### config.mk
export PLATFORM = sky130hd
export DESIGN_NAME = spa_dev_flat
export DESIGN_NICKNAME = d
export VERILOG_FILES = /design/src/verilog/spa_pkg.sv /design/src/verilog/spa_if.sv /design/src/verilog/spa_dev.sv /design/src/flat_wrapper.sv
export SDC_FILE = /design/constraint.sdc
export NUM_CORES = 1
export LEC_CHECK = 0
export CORE_UTILIZATION = 40
export CTS_CLUSTER_SIZE = 16
export DETAILED_ROUTE_END_ITERATION = 7
export DONT_BUFFER_PORTS = 1
export PLACE_DENSITY = 0.6
export SLEW_MARGIN = 10
export SYNTH_ARGS = -nofsm -noshare
export SYNTH_HDL_FRONTEND = slang
export SYNTH_SLANG_ARGS = --single-unit
### constraint.sdc
create_clock -name sys_clk -period 1.8 [get_ports sys_clk]
set_input_delay 0.09 -clock sys_clk [delete_from_list [all_inputs] [get_ports sys_clk]]
set_output_delay 0.09 -clock sys_clk [all_outputs]
set_load 0.03 [all_outputs]
### src/verilog/spa_pkg.sv
// constants, tap states and timing for the serial programming access block
package spa_pkg;

  ////////////////////////////////////////////////////////////////////////////
  // serial command bytes
  localparam logic [7:0] CMD_EN_B1 = 8'hac;
  localparam logic [7:0] CMD_EN_B2 = 8'h53;
  localparam logic [7:0] CMD_RD_EXT_B1 = 8'h50;
  localparam logic [7:0] CMD_RD_HIGH_B1 = 8'h58;
  localparam logic [7:0] CMD_RD_FUSE_B2 = 8'h08;
  localparam logic [7:0] CMD_RD_CAL_B1 = 8'h38;
  localparam logic [4:0] CMD_BITS_LAST = 5'h1f;
  localparam logic [4:0] CMD_EN_LAST = 5'h0f;
  localparam logic [4:0] CMD_B3_LAST = 5'h17;
  localparam logic [4:0] CMD_B4_FIRST = 5'h18;
  localparam int CAL_SEL_HI = 7;
  localparam int CAL_SEL_LO = 6;

  ////////////////////////////////////////////////////////////////////////////
  // test port
  localparam int IR_W = 4;
  localparam int EN_DR_W = 16;
  localparam logic [3:0] IR_PROG_ENTRY = 4'h4;
  localparam logic [3:0] IR_BYPASS = 4'hf;
  localparam logic [3:0] IR_CAPTURE = 4'h1;
  // arbitrary value
  localparam logic [15:0] ENTRY_SIGNATURE = 16'h5a3c;

  typedef enum logic [3:0] {
    TAP_EX2_DR = 4'h0,
    TAP_EX1_DR = 4'h1,
    TAP_SH_DR = 4'h2,
    TAP_PA_DR = 4'h3,
    TAP_SEL_IR = 4'h4,
    TAP_UP_DR = 4'h5,
    TAP_CAP_DR = 4'h6,
    TAP_SEL_DR = 4'h7,
    TAP_EX2_IR = 4'h8,
    TAP_EX1_IR = 4'h9,
    TAP_SH_IR = 4'ha,
    TAP_PA_IR = 4'hb,
    TAP_RTI = 4'hc,
    TAP_UP_IR = 4'hd,
    TAP_CAP_IR = 4'he,
    TAP_TLR = 4'hf
  } spa_tap_e;

  ////////////////////////////////////////////////////////////////////////////
  // timing
  localparam int SYS_PERIOD_NS = 50;
  localparam int LINK_PERIOD_NS = 1000;
  localparam int LINK_HALF_CYC = LINK_PERIOD_NS / SYS_PERIOD_NS / 2;
  localparam int DIS_CLR_CYCLES = 2;
  localparam int SYNC_W = 3;

endpackage : spa_pkg

### src/verilog/spa_if.sv
// pins between the programmer and the device
interface spa_if;
  logic sck;
  logic mosi;
  logic miso;
  logic miso_oe;
  logic rst_n;
  logic tck;
  logic tms;
  logic tdi;
  logic tdo;
  logic tdo_oe;
  logic miso_w;
  logic tdo_w;

  // undriven outputs float high (pull-up)
  assign miso_w = miso_oe ? miso : 1'b1;
  assign tdo_w = tdo_oe ? tdo : 1'b1;

  modport dev (
    input sck, mosi, rst_n, tck, tms, tdi,
    output miso, miso_oe, tdo, tdo_oe
  );

  modport host (
    output sck, mosi, rst_n, tck, tms, tdi,
    input miso_w, tdo_w
  );
endinterface : spa_if

### src/verilog/spa_dev.sv
// device end: serial command decoder and programming test port
module spa_dev (
  // clock and reset
  input wire logic sys_clk,
  input wire logic nrst,
  // pins
  spa_if.dev pins,
  // fuse and calibration contents
  input wire logic [7:0] ext_fuse,
  input wire logic [7:0] high_fuse,
  input wire logic [31:0] cal_bytes,
  input wire logic test_port_enable_fuse,
  // control and status bit writes
  input wire logic disable_set,
  // status
  output logic serial_prog_mode,
  output logic tap_prog_mode,
  output logic prog_clk,
  output logic [3:0] tap_ir,
  output logic test_port_disable_bit,
  output logic test_port_on
);

  typedef struct packed {
    logic [2:0] s_sck;
    logic [2:0] s_mosi;
    logic [2:0] s_rst;
    logic [2:0] s_tck;
    logic [2:0] s_tms;
    logic [2:0] s_tdi;
    logic f_sck;
    logic f_rst;
    logic f_tck;
    logic [4:0] bits;
    logic [31:0] cmd;
    logic [7:0] out;
    logic miso;
    logic ser_en;
    spa_pkg::spa_tap_e tap;
    logic [3:0] ir_sr;
    logic [3:0] ir;
    logic [15:0] dr;
    logic byp;
    logic tdo;
    logic jtag_en;
    logic pclk;
    logic dis;
    logic [1:0] dis_cnt;
  } spa_dev_s;

  spa_dev_s st;
  spa_dev_s next_st;

  ////////////////////////////////////////////////////////////////////////////
  // helpers

  function automatic spa_pkg::spa_tap_e spa_tap_next(spa_pkg::spa_tap_e s, logic tms);
    case (s)
      spa_pkg::TAP_TLR: spa_tap_next = tms ? spa_pkg::TAP_TLR : spa_pkg::TAP_RTI;
      spa_pkg::TAP_RTI: spa_tap_next = tms ? spa_pkg::TAP_SEL_DR : spa_pkg::TAP_RTI;
      spa_pkg::TAP_SEL_DR: spa_tap_next = tms ? spa_pkg::TAP_SEL_IR : spa_pkg::TAP_CAP_DR;
      spa_pkg::TAP_CAP_DR: spa_tap_next = tms ? spa_pkg::TAP_EX1_DR : spa_pkg::TAP_SH_DR;
      spa_pkg::TAP_SH_DR: spa_tap_next = tms ? spa_pkg::TAP_EX1_DR : spa_pkg::TAP_SH_DR;
      spa_pkg::TAP_EX1_DR: spa_tap_next = tms ? spa_pkg::TAP_UP_DR : spa_pkg::TAP_PA_DR;
      spa_pkg::TAP_PA_DR: spa_tap_next = tms ? spa_pkg::TAP_EX2_DR : spa_pkg::TAP_PA_DR;
      spa_pkg::TAP_EX2_DR: spa_tap_next = tms ? spa_pkg::TAP_UP_DR : spa_pkg::TAP_SH_DR;
      spa_pkg::TAP_UP_DR: spa_tap_next = tms ? spa_pkg::TAP_SEL_DR : spa_pkg::TAP_RTI;
      spa_pkg::TAP_SEL_IR: spa_tap_next = tms ? spa_pkg::TAP_TLR : spa_pkg::TAP_CAP_IR;
      spa_pkg::TAP_CAP_IR: spa_tap_next = tms ? spa_pkg::TAP_EX1_IR : spa_pkg::TAP_SH_IR;
      spa_pkg::TAP_SH_IR: spa_tap_next = tms ? spa_pkg::TAP_EX1_IR : spa_pkg::TAP_SH_IR;
      spa_pkg::TAP_EX1_IR: spa_tap_next = tms ? spa_pkg::TAP_UP_IR : spa_pkg::TAP_PA_IR;
      spa_pkg::TAP_PA_IR: spa_tap_next = tms ? spa_pkg::TAP_EX2_IR : spa_pkg::TAP_PA_IR;
      spa_pkg::TAP_EX2_IR: spa_tap_next = tms ? spa_pkg::TAP_UP_IR : spa_pkg::TAP_SH_IR;
      spa_pkg::TAP_UP_IR: spa_tap_next = tms ? spa_pkg::TAP_SEL_DR : spa_pkg::TAP_RTI;
      default: spa_tap_next = spa_pkg::TAP_TLR;
    endcase
  endfunction : spa_tap_next

  // answer for the first three bytes of a read command
  function automatic logic [7:0] spa_read_byte(logic [23:0] c, logic [7:0] ef,
                                              logic [7:0] hf, logic [31:0] cal);
    logic [1:0] sel;
    sel = c[spa_pkg::CAL_SEL_HI:spa_pkg::CAL_SEL_LO];
    spa_read_byte = 8'h00;
    if (c[23:16] == spa_pkg::CMD_RD_EXT_B1 && c[15:8] == spa_pkg::CMD_RD_FUSE_B2) begin
      spa_read_byte = ef;
    end else if (c[23:16] == spa_pkg::CMD_RD_HIGH_B1 && c[15:8] == spa_pkg::CMD_RD_FUSE_B2) begin
      spa_read_byte = hf;
    end else if (c[23:16] == spa_pkg::CMD_RD_CAL_B1) begin
      spa_read_byte = cal[sel*8 +: 8];
    end
  endfunction : spa_read_byte

  // edge on a synchronised pin, counted once second and third stage agree
  function automatic logic [1:0] spa_edges(logic [2:0] s, logic f);
    spa_edges = {s[1] == s[2] && s[2] && !f, s[1] == s[2] && !s[2] && f};
  endfunction : spa_edges

  ////////////////////////////////////////////////////////////////////////////
  // next state

  logic [1:0] sck_e;
  logic [1:0] tck_e;
  logic tap_en;
  logic [7:0] rd;

  always_comb begin
    next_st = st;
    next_st.pclk = 1'b0;
    sck_e = spa_edges(st.s_sck, st.f_sck);
    tck_e = spa_edges(st.s_tck, st.f_tck);
    tap_en = test_port_enable_fuse && !st.dis;
    rd = spa_read_byte({st.cmd[22:0], st.s_mosi[2]}, ext_fuse, high_fuse, cal_bytes);
    next_st.s_sck = {st.s_sck[1:0], pins.sck};
    next_st.s_mosi = {st.s_mosi[1:0], pins.mosi};
    next_st.s_rst = {st.s_rst[1:0], pins.rst_n};
    next_st.s_tck = {st.s_tck[1:0], pins.tck};
    next_st.s_tms = {st.s_tms[1:0], pins.tms};
    next_st.s_tdi = {st.s_tdi[1:0], pins.tdi};
    if (st.s_sck[1] == st.s_sck[2]) begin
      next_st.f_sck = st.s_sck[2];
    end
    if (st.s_rst[1] == st.s_rst[2]) begin
      next_st.f_rst = st.s_rst[2];
    end
    if (st.s_tck[1] == st.s_tck[2]) begin
      next_st.f_tck = st.s_tck[2];
    end

    // serial command path, live while reset pin is low
    if (st.f_rst) begin
      next_st.bits = 5'h00;
      next_st.ser_en = 1'b0;
      next_st.miso = 1'b0;
      next_st.out = 8'h00;
    end else if (sck_e[1]) begin
      next_st.cmd = {st.cmd[30:0], st.s_mosi[2]};
      next_st.bits = st.bits + 5'h01;
      if (st.bits == spa_pkg::CMD_EN_LAST && st.cmd[14:7] == spa_pkg::CMD_EN_B1 &&
          {st.cmd[6:0], st.s_mosi[2]} == spa_pkg::CMD_EN_B2) begin
        next_st.ser_en = 1'b1;
      end
      if (st.bits == spa_pkg::CMD_B3_LAST) begin
        next_st.out = st.ser_en ? rd : 8'h00;
        next_st.miso = next_st.out[7];
      end
    end else if (sck_e[0] && st.bits > spa_pkg::CMD_B4_FIRST) begin
      next_st.out = {st.out[6:0], 1'b0};
      next_st.miso = next_st.out[7];
    end

    // disable bit: set by software wins, cleared by held reset
    if (disable_set) begin
      next_st.dis = 1'b1;
      next_st.dis_cnt = 2'h0;
    end else if (!st.f_rst && st.dis) begin
      if (st.dis_cnt == 2'(spa_pkg::DIS_CLR_CYCLES - 1)) begin
        next_st.dis = 1'b0;
        next_st.dis_cnt = 2'h0;
      end else begin
        next_st.dis_cnt = st.dis_cnt + 2'h1;
      end
    end else begin
      next_st.dis_cnt = 2'h0;
    end

    // test port
    if (!tap_en) begin
      next_st.tap = spa_pkg::TAP_TLR;
      next_st.ir = spa_pkg::IR_BYPASS;
      next_st.jtag_en = 1'b0;
      next_st.tdo = 1'b0;
    end else if (tck_e[1]) begin
      case (st.tap)
        spa_pkg::TAP_TLR: begin
          next_st.ir = spa_pkg::IR_BYPASS;
          next_st.jtag_en = 1'b0;
        end
        spa_pkg::TAP_RTI: begin
          next_st.pclk = 1'b1;
        end
        spa_pkg::TAP_CAP_IR: begin
          next_st.ir_sr = spa_pkg::IR_CAPTURE;
        end
        spa_pkg::TAP_SH_IR: begin
          next_st.ir_sr = {st.s_tdi[2], st.ir_sr[3:1]};
        end
        spa_pkg::TAP_UP_IR: begin
          next_st.ir = st.ir_sr;
        end
        spa_pkg::TAP_CAP_DR: begin
          next_st.byp = 1'b0;
        end
        spa_pkg::TAP_SH_DR: begin
          if (st.ir == spa_pkg::IR_PROG_ENTRY) begin
            next_st.dr = {st.s_tdi[2], st.dr[15:1]};
          end else begin
            next_st.byp = st.s_tdi[2];
          end
        end
        spa_pkg::TAP_UP_DR: begin
          if (st.ir == spa_pkg::IR_PROG_ENTRY) begin
            next_st.jtag_en = st.dr == spa_pkg::ENTRY_SIGNATURE;
          end
        end
        default: begin
        end
      endcase
      next_st.tap = spa_tap_next(st.tap, st.s_tms[2]);
    end else if (tck_e[0]) begin
      if (st.tap == spa_pkg::TAP_SH_IR) begin
        next_st.tdo = st.ir_sr[0];
      end else if (st.ir == spa_pkg::IR_PROG_ENTRY) begin
        next_st.tdo = st.dr[0];
      end else begin
        next_st.tdo = st.byp;
      end
    end
  end

  ////////////////////////////////////////////////////////////////////////////
  // state register

  always_ff @(posedge sys_clk or negedge nrst) begin
    if (!nrst) begin
      st <= '0;
      st.s_rst <= 3'h7;
      st.f_rst <= 1'b1;
      st.tap <= spa_pkg::TAP_TLR;
      st.ir <= spa_pkg::IR_BYPASS;
      st.ir_sr <= spa_pkg::IR_CAPTURE;
    end else begin
      st <= next_st;
    end
  end

  ////////////////////////////////////////////////////////////////////////////
  // outputs

  assign pins.miso = st.miso;
  assign pins.miso_oe = !st.f_rst;
  assign pins.tdo = st.tdo;
  assign pins.tdo_oe = tap_en && (st.tap == spa_pkg::TAP_SH_IR || st.tap == spa_pkg::TAP_SH_DR);
  assign serial_prog_mode = st.ser_en;
  assign tap_prog_mode = st.jtag_en;
  assign prog_clk = st.pclk;
  assign tap_ir = st.ir;
  assign test_port_disable_bit = st.dis;
  assign test_port_on = tap_en;

endmodule : spa_dev

### src/flat_wrapper.sv
// flat-port wrapper written by rule: the top's interface ports become plain ports
module spa_dev_flat 
  (sys_clk, nrst, ext_fuse, high_fuse, cal_bytes, test_port_enable_fuse, disable_set, serial_prog_mode, tap_prog_mode, prog_clk, tap_ir, test_port_disable_bit, test_port_on, pins_sck, pins_mosi, pins_rst_n, pins_tck, pins_tms, pins_tdi, pins_miso, pins_miso_oe, pins_tdo, pins_tdo_oe);
  spa_if pins_i ();
  input wire logic sys_clk;
  input wire logic nrst;
  input wire logic [7:0] ext_fuse;
  input wire logic [7:0] high_fuse;
  input wire logic [31:0] cal_bytes;
  input wire logic test_port_enable_fuse;
  input wire logic disable_set;
  output logic serial_prog_mode;
  output logic tap_prog_mode;
  output logic prog_clk;
  output logic [3:0] tap_ir;
  output logic test_port_disable_bit;
  output logic test_port_on;
  input wire logic [$bits(pins_i.sck)-1:0] pins_sck;
  input wire logic [$bits(pins_i.mosi)-1:0] pins_mosi;
  input wire logic [$bits(pins_i.rst_n)-1:0] pins_rst_n;
  input wire logic [$bits(pins_i.tck)-1:0] pins_tck;
  input wire logic [$bits(pins_i.tms)-1:0] pins_tms;
  input wire logic [$bits(pins_i.tdi)-1:0] pins_tdi;
  output wire logic [$bits(pins_i.miso)-1:0] pins_miso;
  output wire logic [$bits(pins_i.miso_oe)-1:0] pins_miso_oe;
  output wire logic [$bits(pins_i.tdo)-1:0] pins_tdo;
  output wire logic [$bits(pins_i.tdo_oe)-1:0] pins_tdo_oe;
  assign pins_i.sck = pins_sck;
  assign pins_i.mosi = pins_mosi;
  assign pins_i.rst_n = pins_rst_n;
  assign pins_i.tck = pins_tck;
  assign pins_i.tms = pins_tms;
  assign pins_i.tdi = pins_tdi;
  assign pins_miso = pins_i.miso;
  assign pins_miso_oe = pins_i.miso_oe;
  assign pins_tdo = pins_i.tdo;
  assign pins_tdo_oe = pins_i.tdo_oe;
  spa_dev u_core (.sys_clk(sys_clk), .nrst(nrst), .pins(pins_i), .ext_fuse(ext_fuse), .high_fuse(high_fuse), .cal_bytes(cal_bytes), .test_port_enable_fuse(test_port_enable_fuse), .disable_set(disable_set), .serial_prog_mode(serial_prog_mode), .tap_prog_mode(tap_prog_mode), .prog_clk(prog_clk), .tap_ir(tap_ir), .test_port_disable_bit(test_port_disable_bit), .test_port_on(test_port_on));
endmodule
== Word-level counts from Yosys, hierarchy flattened ==
Cells that the tools add are included.
Operators by class
  mux-type cells: 49
  bitwise gates (word level): 1
  eq/ne operators: 37
  add/sub/neg operators: 2
  reduce and logical (&&, ||, !) cells: 44
  shift-type cells: 1
  $lt $le $gt $ge: 1
Operators by type and width (number)
  two-way mux 8 bit: 7
  one-hot mux 4 bit (12 select lines): 1
  two-way mux 37 bit: 1
  equality test 4 bit (second input constant): 8
  two-way mux 16 bit: 2
  variable part select 32 x 6 -> 8 bit: 1
  two-way mux 29 bit: 1
  equality test 8 x 7 -> 1 bit (second input constant): 3
  equality test 4 x 3 -> 1 bit (second input constant): 5
  two-way mux 2 bit: 10
  equality test 16 x 15 -> 1 bit (second input constant): 1
  logical AND 1 bit: 16
  one-hot mux 4 bit (2 select lines): 2
  two-way mux 3 bit: 5
  two-way mux 1 bit: 13
  two-way mux 4 bit: 3
  AND reduction 2 bit: 6
  nonzero test 2 bit: 6
  two-way mux 9 bit: 1
  != test 3 bit (second input constant): 3
  equality test 4 x 2 -> 1 bit (second input constant): 2
  equality test 8 x 4 -> 1 bit (second input constant): 1
  equality test 8 x 6 -> 1 bit (second input constant): 1
  equality test 8 bit (second input constant): 1
  22 further kinds: 35
Word-level totals
  output and inout port bits: 13
  input port bits: 58
  bits in registers: 102
  logic and storage cells: 159

== Longest topological paths before layout ==
Gate-level depths: netlist of the first run.
  word-level depth: 8
  gate-level depth with buffers: 7
  depth with buffers taken out: 7

== Least setup slack after synthesis of the first run ==
Ideal clock, no wire load.
  path kind: register to register
  from: register u_core.st (netlist bit u_core.test_port_disable_bit)
  to: register u_core.st[13] (netlist bit)
  clock period less this slack: 2.089 ns
  cell stages (with the launch flop): 6
  setup time: 0.125 ns
  setup slack: -0.289 ns
  buffers on the path: 1
  data required time: 1.675 ns
  arrival: 1.964 ns
  path through: dfrtp_1 nand2b_1 or3_1 nor2_2 buf_4 mux2_2
Between the ends
  word-level cells in the longest chain between the ends: 3
RTL lines
  start, declared: RTL line spa_dev.sv:51  | spa_dev_s st;
  start signal, assigned: RTL line spa_dev.sv:233  | st <= next_st;
  logical NOT 1 bit: RTL line spa_dev.sv:112  | tap_en = test_port_enable_fuse && !st.dis;
  logical AND 1 bit: RTL line spa_dev.sv:112
  AND reduction 4 bit (no source line)
No other way between the ends.
A chain may end at the register's enable or synchronous reset.

== Worst setup path after layout of the first run ==
  from: register u_core.st[57] (netlist bit)
  to: register u_core.st[40] (netlist bit)
Between the ends
  word-level cells in the longest chain between the ends: 8
  elaborated cells between the ends (all ways): 9
  classes of those cells: 1 x eq/ne; 6 x mux; 2 x reduce/logical
RTL lines
  equality test 8 x 4 -> 1 bit (*): RTL line spa_dev.sv:85, spa_dev.sv:87
  logical AND 1 bit: RTL line spa_dev.sv:87  | end else if (c[23:16] == spa_pkg::CMD_RD_HIGH_B1 && c[15:8] == spa_pkg::CMD_RD_FUSE_B2) begin
  two-way mux 8 bit: RTL line spa_dev.sv:87
  two-way mux 8 bit (*): RTL line spa_dev.sv:85  | if (c[23:16] == spa_pkg::CMD_RD_EXT_B1 && c[15:8] == spa_pkg::CMD_RD_FUSE_B2) begin
  two-way mux 8 bit (*): RTL line spa_dev.sv:144  | next_st.out = st.ser_en ? rd : 8'h00;
  two-way mux 8 bit (*): RTL line spa_dev.sv:143  | if (st.bits == spa_pkg::CMD_B3_LAST) begin
  two-way mux 8 bit (*): RTL line spa_dev.sv:136  | end else if (sck_e[1]) begin
  two-way mux 9 bit (*): RTL line spa_dev.sv:131  | if (st.f_rst) begin
Mark *: on every way between the ends. The rest lies on a longest branch, timed or not. The select of a mux whose other input is x is not followed.

==> results_dict.tcl, run 1 <==
set metrics [dict create \
    status "finished, violations left" \
    violations "hold timing, setup timing" \
    dpl.cell_count 533 \
    p_leak_nw 2.303 \
    coreArea_mm2 0.01084 \
    max_freq_mhz 522.4 \
    track_usage_pct 18.05 \
    synth_commonest_cells "80 x dfrtp_1, 41 x mux2_2, 26 x nor2_1, 21 x inv_1, 15 x clkbuf_1" \
    yosys.cell_count.top_type "dfrtp_1" \
    wl_um 9870 \
    clock_latency_ns 0.37 \
    diodes 0 \
    dieArea_mm2 0.01156 \
    drive_gt1_share_pct 40.71 \
    grt_pass1_vias 3262 \
    synth_warnings 0 \
    required_ns 2.05 \
    io_pins 71 \
    wire_per_inst_um 17.47 \
    synth_nets 435 \
    power_mw 4.215 \
    finClkSkew_ns 0.01235 \
    ys_ff_latch 93 \
    die-width_um 107.5 \
    synth-edff-count 0 \
    h-tree-depth 3 \
    synthTopCellsByArea "dfrtp_1 45%, mux2_2 10%, dfstp_2 7.7%" \
    root_buffer "clkbuf_8" \
    post-route-util_pct 50.23 \
    max-cap-violations 0 \
    numPortBuffers 0 \
    grt_overflow 0 \
    antenna_found_initial 0 \
    irDropWorstVdd_mv 0.5483 \
    reg2reg_depth 4 \
    fin_hold_ws_ns -0.5946 \
    dpl.hpwl_um 6573 \
    drc 0 \
    grt_first_pass_wirelength_um 15990 \
    crit_arrival_ns 2.17 \
    setup_ws_ns -0.1144 \
    rsz0062_at_grt "yes" \
    cts_tree "built" \
    rows 38 \
    synth_cell_types 61 \
    final_antenna_net_count 0 \
    synthFlopType "dfrtp_1" \
    die_y_um 107.5 \
    cp_max_fo 8 \
    cts.hold.buffers_added 7 \
    via_count 3201 \
    startpoint_type "flip-flop" \
    worst_pin_slew_ns 0.6984 \
    syn_inst 370 \
    relSlewSlack_pct 53.44 \
    finalCritPeriodShare_pct 106.4 \
    clk_pin_slew_worst_paths_ns 0.09 \
    yosysTopAreaCell "dfrtp_1" \
    num-fill-cells 964 \
    power_density_mw_per_mm2 774.1 \
    cts_buffers 9 \
    grt_max_degree 94 \
    yosysSeqAreaShare_pct 52.60 \
    syn_to_final_growth_pct 22.21 \
    instances_no_fill 565 \
    critPathKind "flip-flop to flip-flop" \
    fin_tns_setup_ns -0.6630 \
    fin_crit_ns 1.914 \
    clock-sinks 93 \
    start_util_pct 41.10 \
    hp-class "input port to asynchronous set/reset pin" \
    synth.cell_area_mm2 0.004456 \
    avgSynthCellArea_um2 12.04 \
    synth_top_area_share_pct 44.93 \
    report.final.slew_viol_count 0 \
    fin_nets 485 \
    drtIter0Drc 248 \
    place_congestion 0.8181 \
    setup_viol 8 \
    firstDrtPassIters 6 \
    hold_violations 93 \
    clock_path_buffers 2 \
    endpoint_kind "flip-flop" \
    via_per_inst 5.665 \
    async_reset_ff_share_pct 100.0 \
]
==> metal layers <==
layer | vias to the layer above | global-route usage [%] | part of all wire (%)
li1 | 1478 | - | -
met1 | 1578 | 24.24 | 45
met2 | 133 | 27.66 | 47
met3 | 12 | 4.479 | 7.1
met4 | 0 | 7.730 | 1.2
met5 | - | 0 | 0
==> registers in the layout (all words and copies together) (netlist names) <==
register                      count
u_core.serial_prog_mode           1
u_core.pins.miso                  1
u_core.prog_clk                   1
u_core.tap_ir                     4
u_core.tap_prog_mode              1
u_core.next_st                   12
u_core.test_port_disable_bit      1
u_core.st                        71
u_core.pins.tdo                   1
==> critical path, cell delays in order (launching register included) <==
cell	delay [ns]
dfrtp_1	0.39
or4b_4	0.54
or4_4	0.59
a211oi_2	0.21
nor3_2	0.07
==> cells by family after synthesis <==
kind of cell	count (synthesis)	synth area share, %
AOI/OAI and AO/OA	60	10.39
xor gates and xnor gates	3	0.5898
adders and majority gates	8	2.190
buffers and inverters	44	4.296
DFF	93	52.60
muxes	50	14.63
and+or+nand+nor	112	15.31
==> report_power, final <==
| part | internal [mW] | total (mW) | switching, mW | leakage (nW) |
|---|---|---|---|---|
| logic | 0.312 | 0.545 | 0.233 | 1.02 |
| clock network | 0.614 | 1.33 | 0.720 | 0.0917 |
| registers | 2.22 | 2.34 | 0.113 | 1.19 |
==> what timing repair did <==
action,in CTS,in global routing
gates resized for setup,16,22
cloned,1,0
pin swaps,8,11
buffers inserted,3,5
endpoints found under the hold margin,102,93
endpoints found under the setup margin,9,28
==> per-stage QoR <==
stage	setup WS, ns	instance area, um2
after floorplan	-0.08916	4549
after global placement	-0.1191	4964
after detailed placement	-0.1103	4964
after CTS	-0.07984	5303
after global routing	-0.1950	5445
final	-0.1144	5445
==> path summary, 6_finish.rpt <==
kind	start	to	slack [ns]
setup / recovery	u_core.st[57]	u_core.st[40]	-0.11
hold / removal	nrst	u_core.st[77]	-0.59
setup reg to reg	u_core.st[57]	u_core.st[40]	-0.11
hold reg to reg	u_core.next_st[92]	u_core.next_st[93]	0.35
max in group asynchronous	nrst	u_core.st[34]	2.15
min in group sys_clk	ext_fuse[4]	u_core.st[41]	0.02
==> layout by cell type (no fill, tap or decap), types with 6 or more instances in the layout <==
master	count
a211oi_2	7
a21oi_1	6
a222oi_1	7
buf_4	46
clkbuf_8	12
dfrtp_1	79
dfstp_2	13
dlygate4sd3_1	7
inv_1	20
mux2_2	32
mux2_4	9
mux4_2	8
nand2_1	14
nand4_1	6
nor2_1	25
nor3_1	11
o21ai_0	9
or4_1	8
==> final cells by class <==
cell class	count	area, um2	area share [%]
flip-flops and latches	93	2345	43.06
multi-input cells	234	2142	39.34
repair buffers	60	511.7	9.398
well taps	140	175.2	3.217
clock buffers	13	168.9	3.102
inverters	22	82.58	1.517
clock inverters	3	20.02	0.3676
Power figures use the tool's default switching activity.
==> inputs of run 2 (changes only) <==
==> constraint.sdc (replaced) <==
create_clock -name sys_clk -period 1.8 [get_ports sys_clk]
set_input_delay 0.36 -clock sys_clk [delete_from_list [all_inputs] [get_ports sys_clk]]
set_output_delay 0.36 -clock sys_clk [all_outputs]
set_load 0.03 [all_outputs]
==> run 2 against run 1 <==
The run still ends with hold timing, setup timing left. Critical path depth did not move. Sequential share of layout area fell by 0.39 points. Routed wire length fell by 1.1%. Total power rose by 4.8%. Via count rose by 0.12%. Sequential power barely moved. Worst setup slack improved by 0.0017 ns. Final area rose by 0.92%. Count of clock-buffer cells in the layout fell by 1. Non-clock buffer count did not move.
==> results_dict.tcl, run 2 (synthesized netlist as in run 1, its figures left out) <==
set metrics [dict create \
    report.final.slew_viol_count 0 \
    start_util_pct 41.10 \
    top_register "u_core.st" \
    num-fill-cells 954 \
    required_ns 2.05 \
    worst_pin_slew_ns 0.6604 \
    power_mw 4.418 \
    dieArea_mm2 0.01156 \
    worstPathCellList "or4b_4 > or4_4 > a211oi_2 > nor3_1" \
    fin_area_mm2 0.005495 \
    power_density_mw_per_mm2 804.0 \
    cts.hold.buffers_added 6 \
    place_congestion 0.7951 \
    layout_common_cells "79 x dfrtp_1, 44 x buf_4, 25 x nor2_1, 25 x mux2_2, 19 x inv_1" \
    grt_pass1_vias 3051 \
    path_delay_family "simple AND/OR/NAND/NOR gates" \
    rows 38 \
    final_common_cell "dfrtp_1" \
    final_antenna_net_count 0 \
    p_leak_nw 2.334 \
    crit_arrival_ns 2.17 \
    instances_no_fill 565 \
    coreArea_mm2 0.01084 \
    p_int_mw 3.340 \
    rsz0062_at_grt "yes" \
    max-cap-violations 0 \
    relSlewSlack_pct 55.98 \
    setup_viol 9 \
    irDropWorstVdd_mv 0.6604 \
    critPathKind "flip-flop to flip-flop" \
    violations "hold timing, setup timing" \
    setup_ws_ns -0.1127 \
    startpoint_type "flip-flop" \
    grt_max_degree 94 \
    hp-class "input port to asynchronous set/reset pin" \
    h-tree-depth 3 \
    max_stage_delay_ns 0.59 \
    wire_per_inst_um 17.27 \
    grt_overflow 0 \
    p_sw_mw 1.078 \
    via_per_inst 5.673 \
    diodes 0 \
    finalCritPeriodShare_pct 106.3 \
    drtIter0Drc 194 \
    io_pins 71 \
    fin_nets 485 \
    fin_hold_ws_ns -0.3238 \
    die-width_um 107.5 \
    clock-sinks 93 \
    grt_first_pass_wirelength_um 15280 \
    dpl.hpwl_um 6469 \
    status "finished, violations left" \
    sw_frac_of_total_pct 24.39 \
    root_buffer "clkbuf_8" \
    cts_tree "built" \
    syn_to_final_growth_pct 23.34 \
    cpMaxStageDelayCell "or4_4" \
    antenna_found_initial 0 \
    drive_gt1_share_pct 40.71 \
    power_frac_seq_pct 53.1 \
    critical_path_buf_inv_count 0 \
    finClkSkew_ns 0.01216 \
    pwr-share-clk_pct 34.3 \
    die_y_um 107.5 \
    p_comb_share_pct 12.7 \
    cp_max_fo 8 \
    wl_um 9757 \
    fin_crit_ns 1.913 \
    dpl.cell_count 531 \
    dpl_worst_slack_ns -0.1141 \
    endpoint_kind "flip-flop" \
    drc 0 \
    track_usage_pct 17.30 \
    hold_violations 93 \
    clock_latency_ns 0.38 \
    clk_pin_slew_worst_paths_ns 0.08 \
    via_count 3205 \
    numPortBuffers 0 \
    clock_path_buffers 2 \
    firstDrtPassIters 7 \
    max_freq_mhz 522.8 \
    cts_buffers 9 \
    largest_reg_flops 71 \
    placed_area_mm2 0.004956 \
]
run 2: changes by cell type in the layout (fill, tap and decap cells not counted), moves of 3 or more:
| cell | change |
|---|---|
| a2111oi_2 | -3 |
| mux2_4 | +7 |
| clkbuf_8 | -3 |
| or4_1 | -4 |
| or4_4 | +4 |
| a2111oi_0 | +3 |
| mux2_2 | -7 |
run 2: stage by stage:
stage | utilization, % | setup TNS, ns
after floorplan | - | -1.067
after global placement | 45.72 | -0.6638
after detailed placement | 45.72 | -0.6999
after CTS | 49.01 | -0.7073
after global routing | 50.69 | -1.477
final | 50.69 | -0.7014
run 2: final timing paths:
kind / start / endpoint / slack, ns / cells past startpoint
worst max-delay path: u_core.st[54] / u_core.st[42] / -0.11 / 4
worst min-delay path: nrst / u_core.st[77] / -0.32 / 0
worst max register to register: u_core.st[54] / u_core.st[42] / -0.11 / 4
worst min register to register: u_core.next_st[87] / u_core.st[87] / 0.35 / 0
max in group asynchronous: nrst / u_core.st[33] / 1.88 / 0
min in group sys_clk: disable_set / u_core.st[0] / 0.07 / 1
run 2: timing repair:
item	in CTS	in global routing
pin swaps	10	15
setup buffers	3	7
setup endpoints to repair	23	25
gates cloned	1	1
resized for setup	14	29
endpoints found under the hold margin	99	93
run 2: area by class of cell:
class / count / area, um2 / share of cell area [%]
clock inverters: 4 / 73.82 / 1.343
inverters: 22 / 86.33 / 1.571
multi-input cells: 234 / 2133 / 38.82
flip-flops and latches: 93 / 2345 / 42.67
well taps: 140 / 175.2 / 3.188
repair buffers: 60 / 546.8 / 9.950
clock buffers: 12 / 135.1 / 2.459
run 2: routing by layer:
metal,track usage (%),up-vias,wire length (um)
met2,27.20,131,4512
met5,0,-,0
met1,22.08,1580,4369
met4,5.871,0,147
li1,-,1478,-
met3,6.114,16,727
run 2: power groups by stage:
| stage | sequential [mW] | combinational (mW) | clock [mW] |
|---|---|---|---|
| 6_report | 2.34 | 0.559 | 1.51 |
| 5_1_grt | 2.36 | 0.603 | 1.64 |
| 4_1_cts | 2.34 | 0.545 | 1.57 |
| 3_5_place_dp | 2.38 | 0.527 | 0 |
| 3_3_place_gp | 2.37 | 0.520 | 0 |
| 2_1_floorplan | 2.33 | 0.399 | 0 |
==> inputs of run 3 (changes only) <==
--- a/config.mk
+++ b/config.mk
@@ -10,6 +10,7 @@
 export DETAILED_ROUTE_END_ITERATION = 7
 export DONT_BUFFER_PORTS = 1
 export PLACE_DENSITY = 0.6
+export SETUP_SLACK_MARGIN = 0.02
 export SLEW_MARGIN = 10
 export SYNTH_ARGS = -nofsm -noshare
 export SYNTH_HDL_FRONTEND = slang
==> run 3 against run 2 <==
The run still ends with hold timing, setup timing left. Final cell count increased by 0.18%. Final area increased by 0.80%. Hold slack got worse by 0.0037 ns. Count of clock-buffer cells in the layout unchanged. Sequential share of layout area decreased by 0.34 points. First-iteration DRC count decreased by 7.7%. Worst setup slack improved by 0.00090 ns. Critical endpoint unchanged. Largest cell class unchanged. Largest power group unchanged.
==> results_dict.tcl, run 3 (synthesized netlist as in run 1, its figures left out) <==
set metrics [dict create \
    syn_to_final_growth_pct 24.32 \
    clock_latency_ns 0.38 \
    io_pins 71 \
    grt_max_degree 94 \
    grt_pass1_vias 3071 \
    p_sw_mw 1.087 \
    endpoint "u_core.st[42]" \
    via_count 3182 \
    power_frac_seq_pct 53.0 \
    dpl_worst_slack_ns -0.1141 \
    start_util_pct 41.10 \
    pwr-share-clk_pct 34.4 \
    grt_overflow 0 \
    cts.hold.buffers_added 6 \
    clock-sinks 93 \
    cp_max_fo 8 \
    setup_viol 9 \
    final_antenna_net_count 0 \
    max_freq_mhz 523.1 \
    power_density_mw_per_mm2 799.4 \
    firstDrtPassIters 7 \
    hold_violations 93 \
    track_usage_pct 17.35 \
    coreArea_mm2 0.01084 \
    relSlewSlack_pct 56.47 \
    drtIter0Drc 179 \
    via_per_inst 5.622 \
    cts_tree "built" \
    dpl.cell_count 531 \
    required_ns 2.05 \
    seq_area_mm2 0.002345 \
    p_comb_share_pct 12.7 \
    worst_pin_slew_ns 0.6529 \
    root_buffer "clkbuf_8" \
    setup_ws_ns -0.1118 \
    drc 0 \
    violations "hold timing, setup timing" \
    rsz0062_at_grt "yes" \
    sw_frac_of_total_pct 24.54 \
    multi_input_area_mm2 0.002166 \
    report.final.slew_viol_count 0 \
    endpoint_kind "flip-flop" \
    numPortBuffers 0 \
    crit_arrival_ns 2.17 \
    instances_no_fill 566 \
    wl_um 9896 \
    status "finished, violations left" \
    worstReg2RegStart "u_core.st[54]" \
    finalCritPeriodShare_pct 106.2 \
    die_y_um 107.5 \
    final_common_cell "dfrtp_1" \
    grt_first_pass_wirelength_um 15340 \
    place_congestion 0.7951 \
    cts_buffers 9 \
    dpl.hpwl_um 6469 \
    irDropWorstVdd_mv 0.6606 \
    power_mw 4.428 \
    top_register "u_core.st" \
    max-cap-violations 0 \
    layout_common_cells "79 x dfrtp_1, 44 x buf_4, 25 x nor2_1, 24 x mux2_2, 19 x inv_1" \
    diodes 0 \
    antenna_found_initial 0 \
    die-width_um 107.5 \
    largest_reg_flops 71 \
    clock_path_buffers 2 \
    r2r_end "u_core.st[42]" \
    dieArea_mm2 0.01156 \
    critPathKind "flip-flop to flip-flop" \
    fin_nets 486 \
    p_int_mw 3.341 \
    h-tree-depth 3 \
    num-fill-cells 955 \
    hp-class "input port to asynchronous set/reset pin" \
    fin_crit_ns 1.912 \
    rows 38 \
    critical_path.startpoint "u_core.st[54]" \
    wire_per_inst_um 17.48 \
    reg2reg_depth 4 \
    clk_pin_slew_worst_paths_ns 0.09 \
    drive_gt1_share_pct 41.31 \
    r2r_slack_ns -0.11 \
    startpoint_type "flip-flop" \
    fin_hold_ws_ns -0.3275 \
    finClkSkew_ns 0.01327 \
    p_leak_nw 2.355 \
]
==> run 3: what timing repair did <==
| action | 4_1_cts | 5_1_grt |
|---|---|---|
| endpoints found under the hold margin | 99 | 93 |
| setup buffers | 4 | 7 |
| endpoints found under the setup margin | 26 | 27 |
| resized for setup | 15 | 35 |
| pin swaps | 11 | 16 |
| gates cloned | 1 | 1 |
==> run 3: final cells by class <==
type / count / area share (%)
multi-input combinational: 234 / 39.10
inverter: 22 / 1.559
timing repair buffer: 61 / 10.07
tap: 140 / 3.162
clock inverter: 4 / 1.333
sequential: 93 / 42.33
clock buffer: 12 / 2.440
==> run 3: critical path, cell delays in order, from the launching register on <==
cell and delay [ns]:
dfrtp_1 0.38, or4b_4 0.54, or4_4 0.59, a211oi_2 0.22
nor3_1 0.07
==> run 3: stage by stage <==
step	setup TNS (ns)	area [um2]	utilization, %
CTS	-0.7073	5324	49.11
floorplan	-1.067	4536	-
detailed placement	-0.6999	4956	45.72
finish	-0.7037	5539	51.10
global route	-1.514	5539	51.10
global placement	-0.6638	4956	45.72
==> run 3: power groups by stage <==
stage	logic, mW	clock network [mW]	registers (mW)
3_3_place_gp	0.520	0	2.37
4_1_cts	0.545	1.57	2.34
6_report	0.562	1.52	2.35
5_1_grt	0.605	1.64	2.36
3_5_place_dp	0.527	0	2.38
2_1_floorplan	0.399	0	2.33
==> run 3: routing by layer <==
metal	routed length, um	GRT usage, %	part of all wire, %
met5	0	0	0
met4	150	5.871	1.5
met3	712	6.114	7.2
met2	4541	27.38	46
met1	4491	22.08	45
==> run 3: how the worst min path moves through the flow <==
| stage | startpoint | to | cells after the start |
|---|---|---|---|
| 2_1_floorplan | nrst | u_core.next_st[101] | 0 |
| 3_3_place_gp | nrst | u_core.st[80] | 0 |
| 3_5_place_dp | nrst | u_core.st[77] | 0 |
| 4_1_cts | nrst | u_core.pins.miso | 0 |
| 5_1_grt | nrst | u_core.pins.miso | 0 |
| 6_report | nrst | u_core.st[77] | 0 |
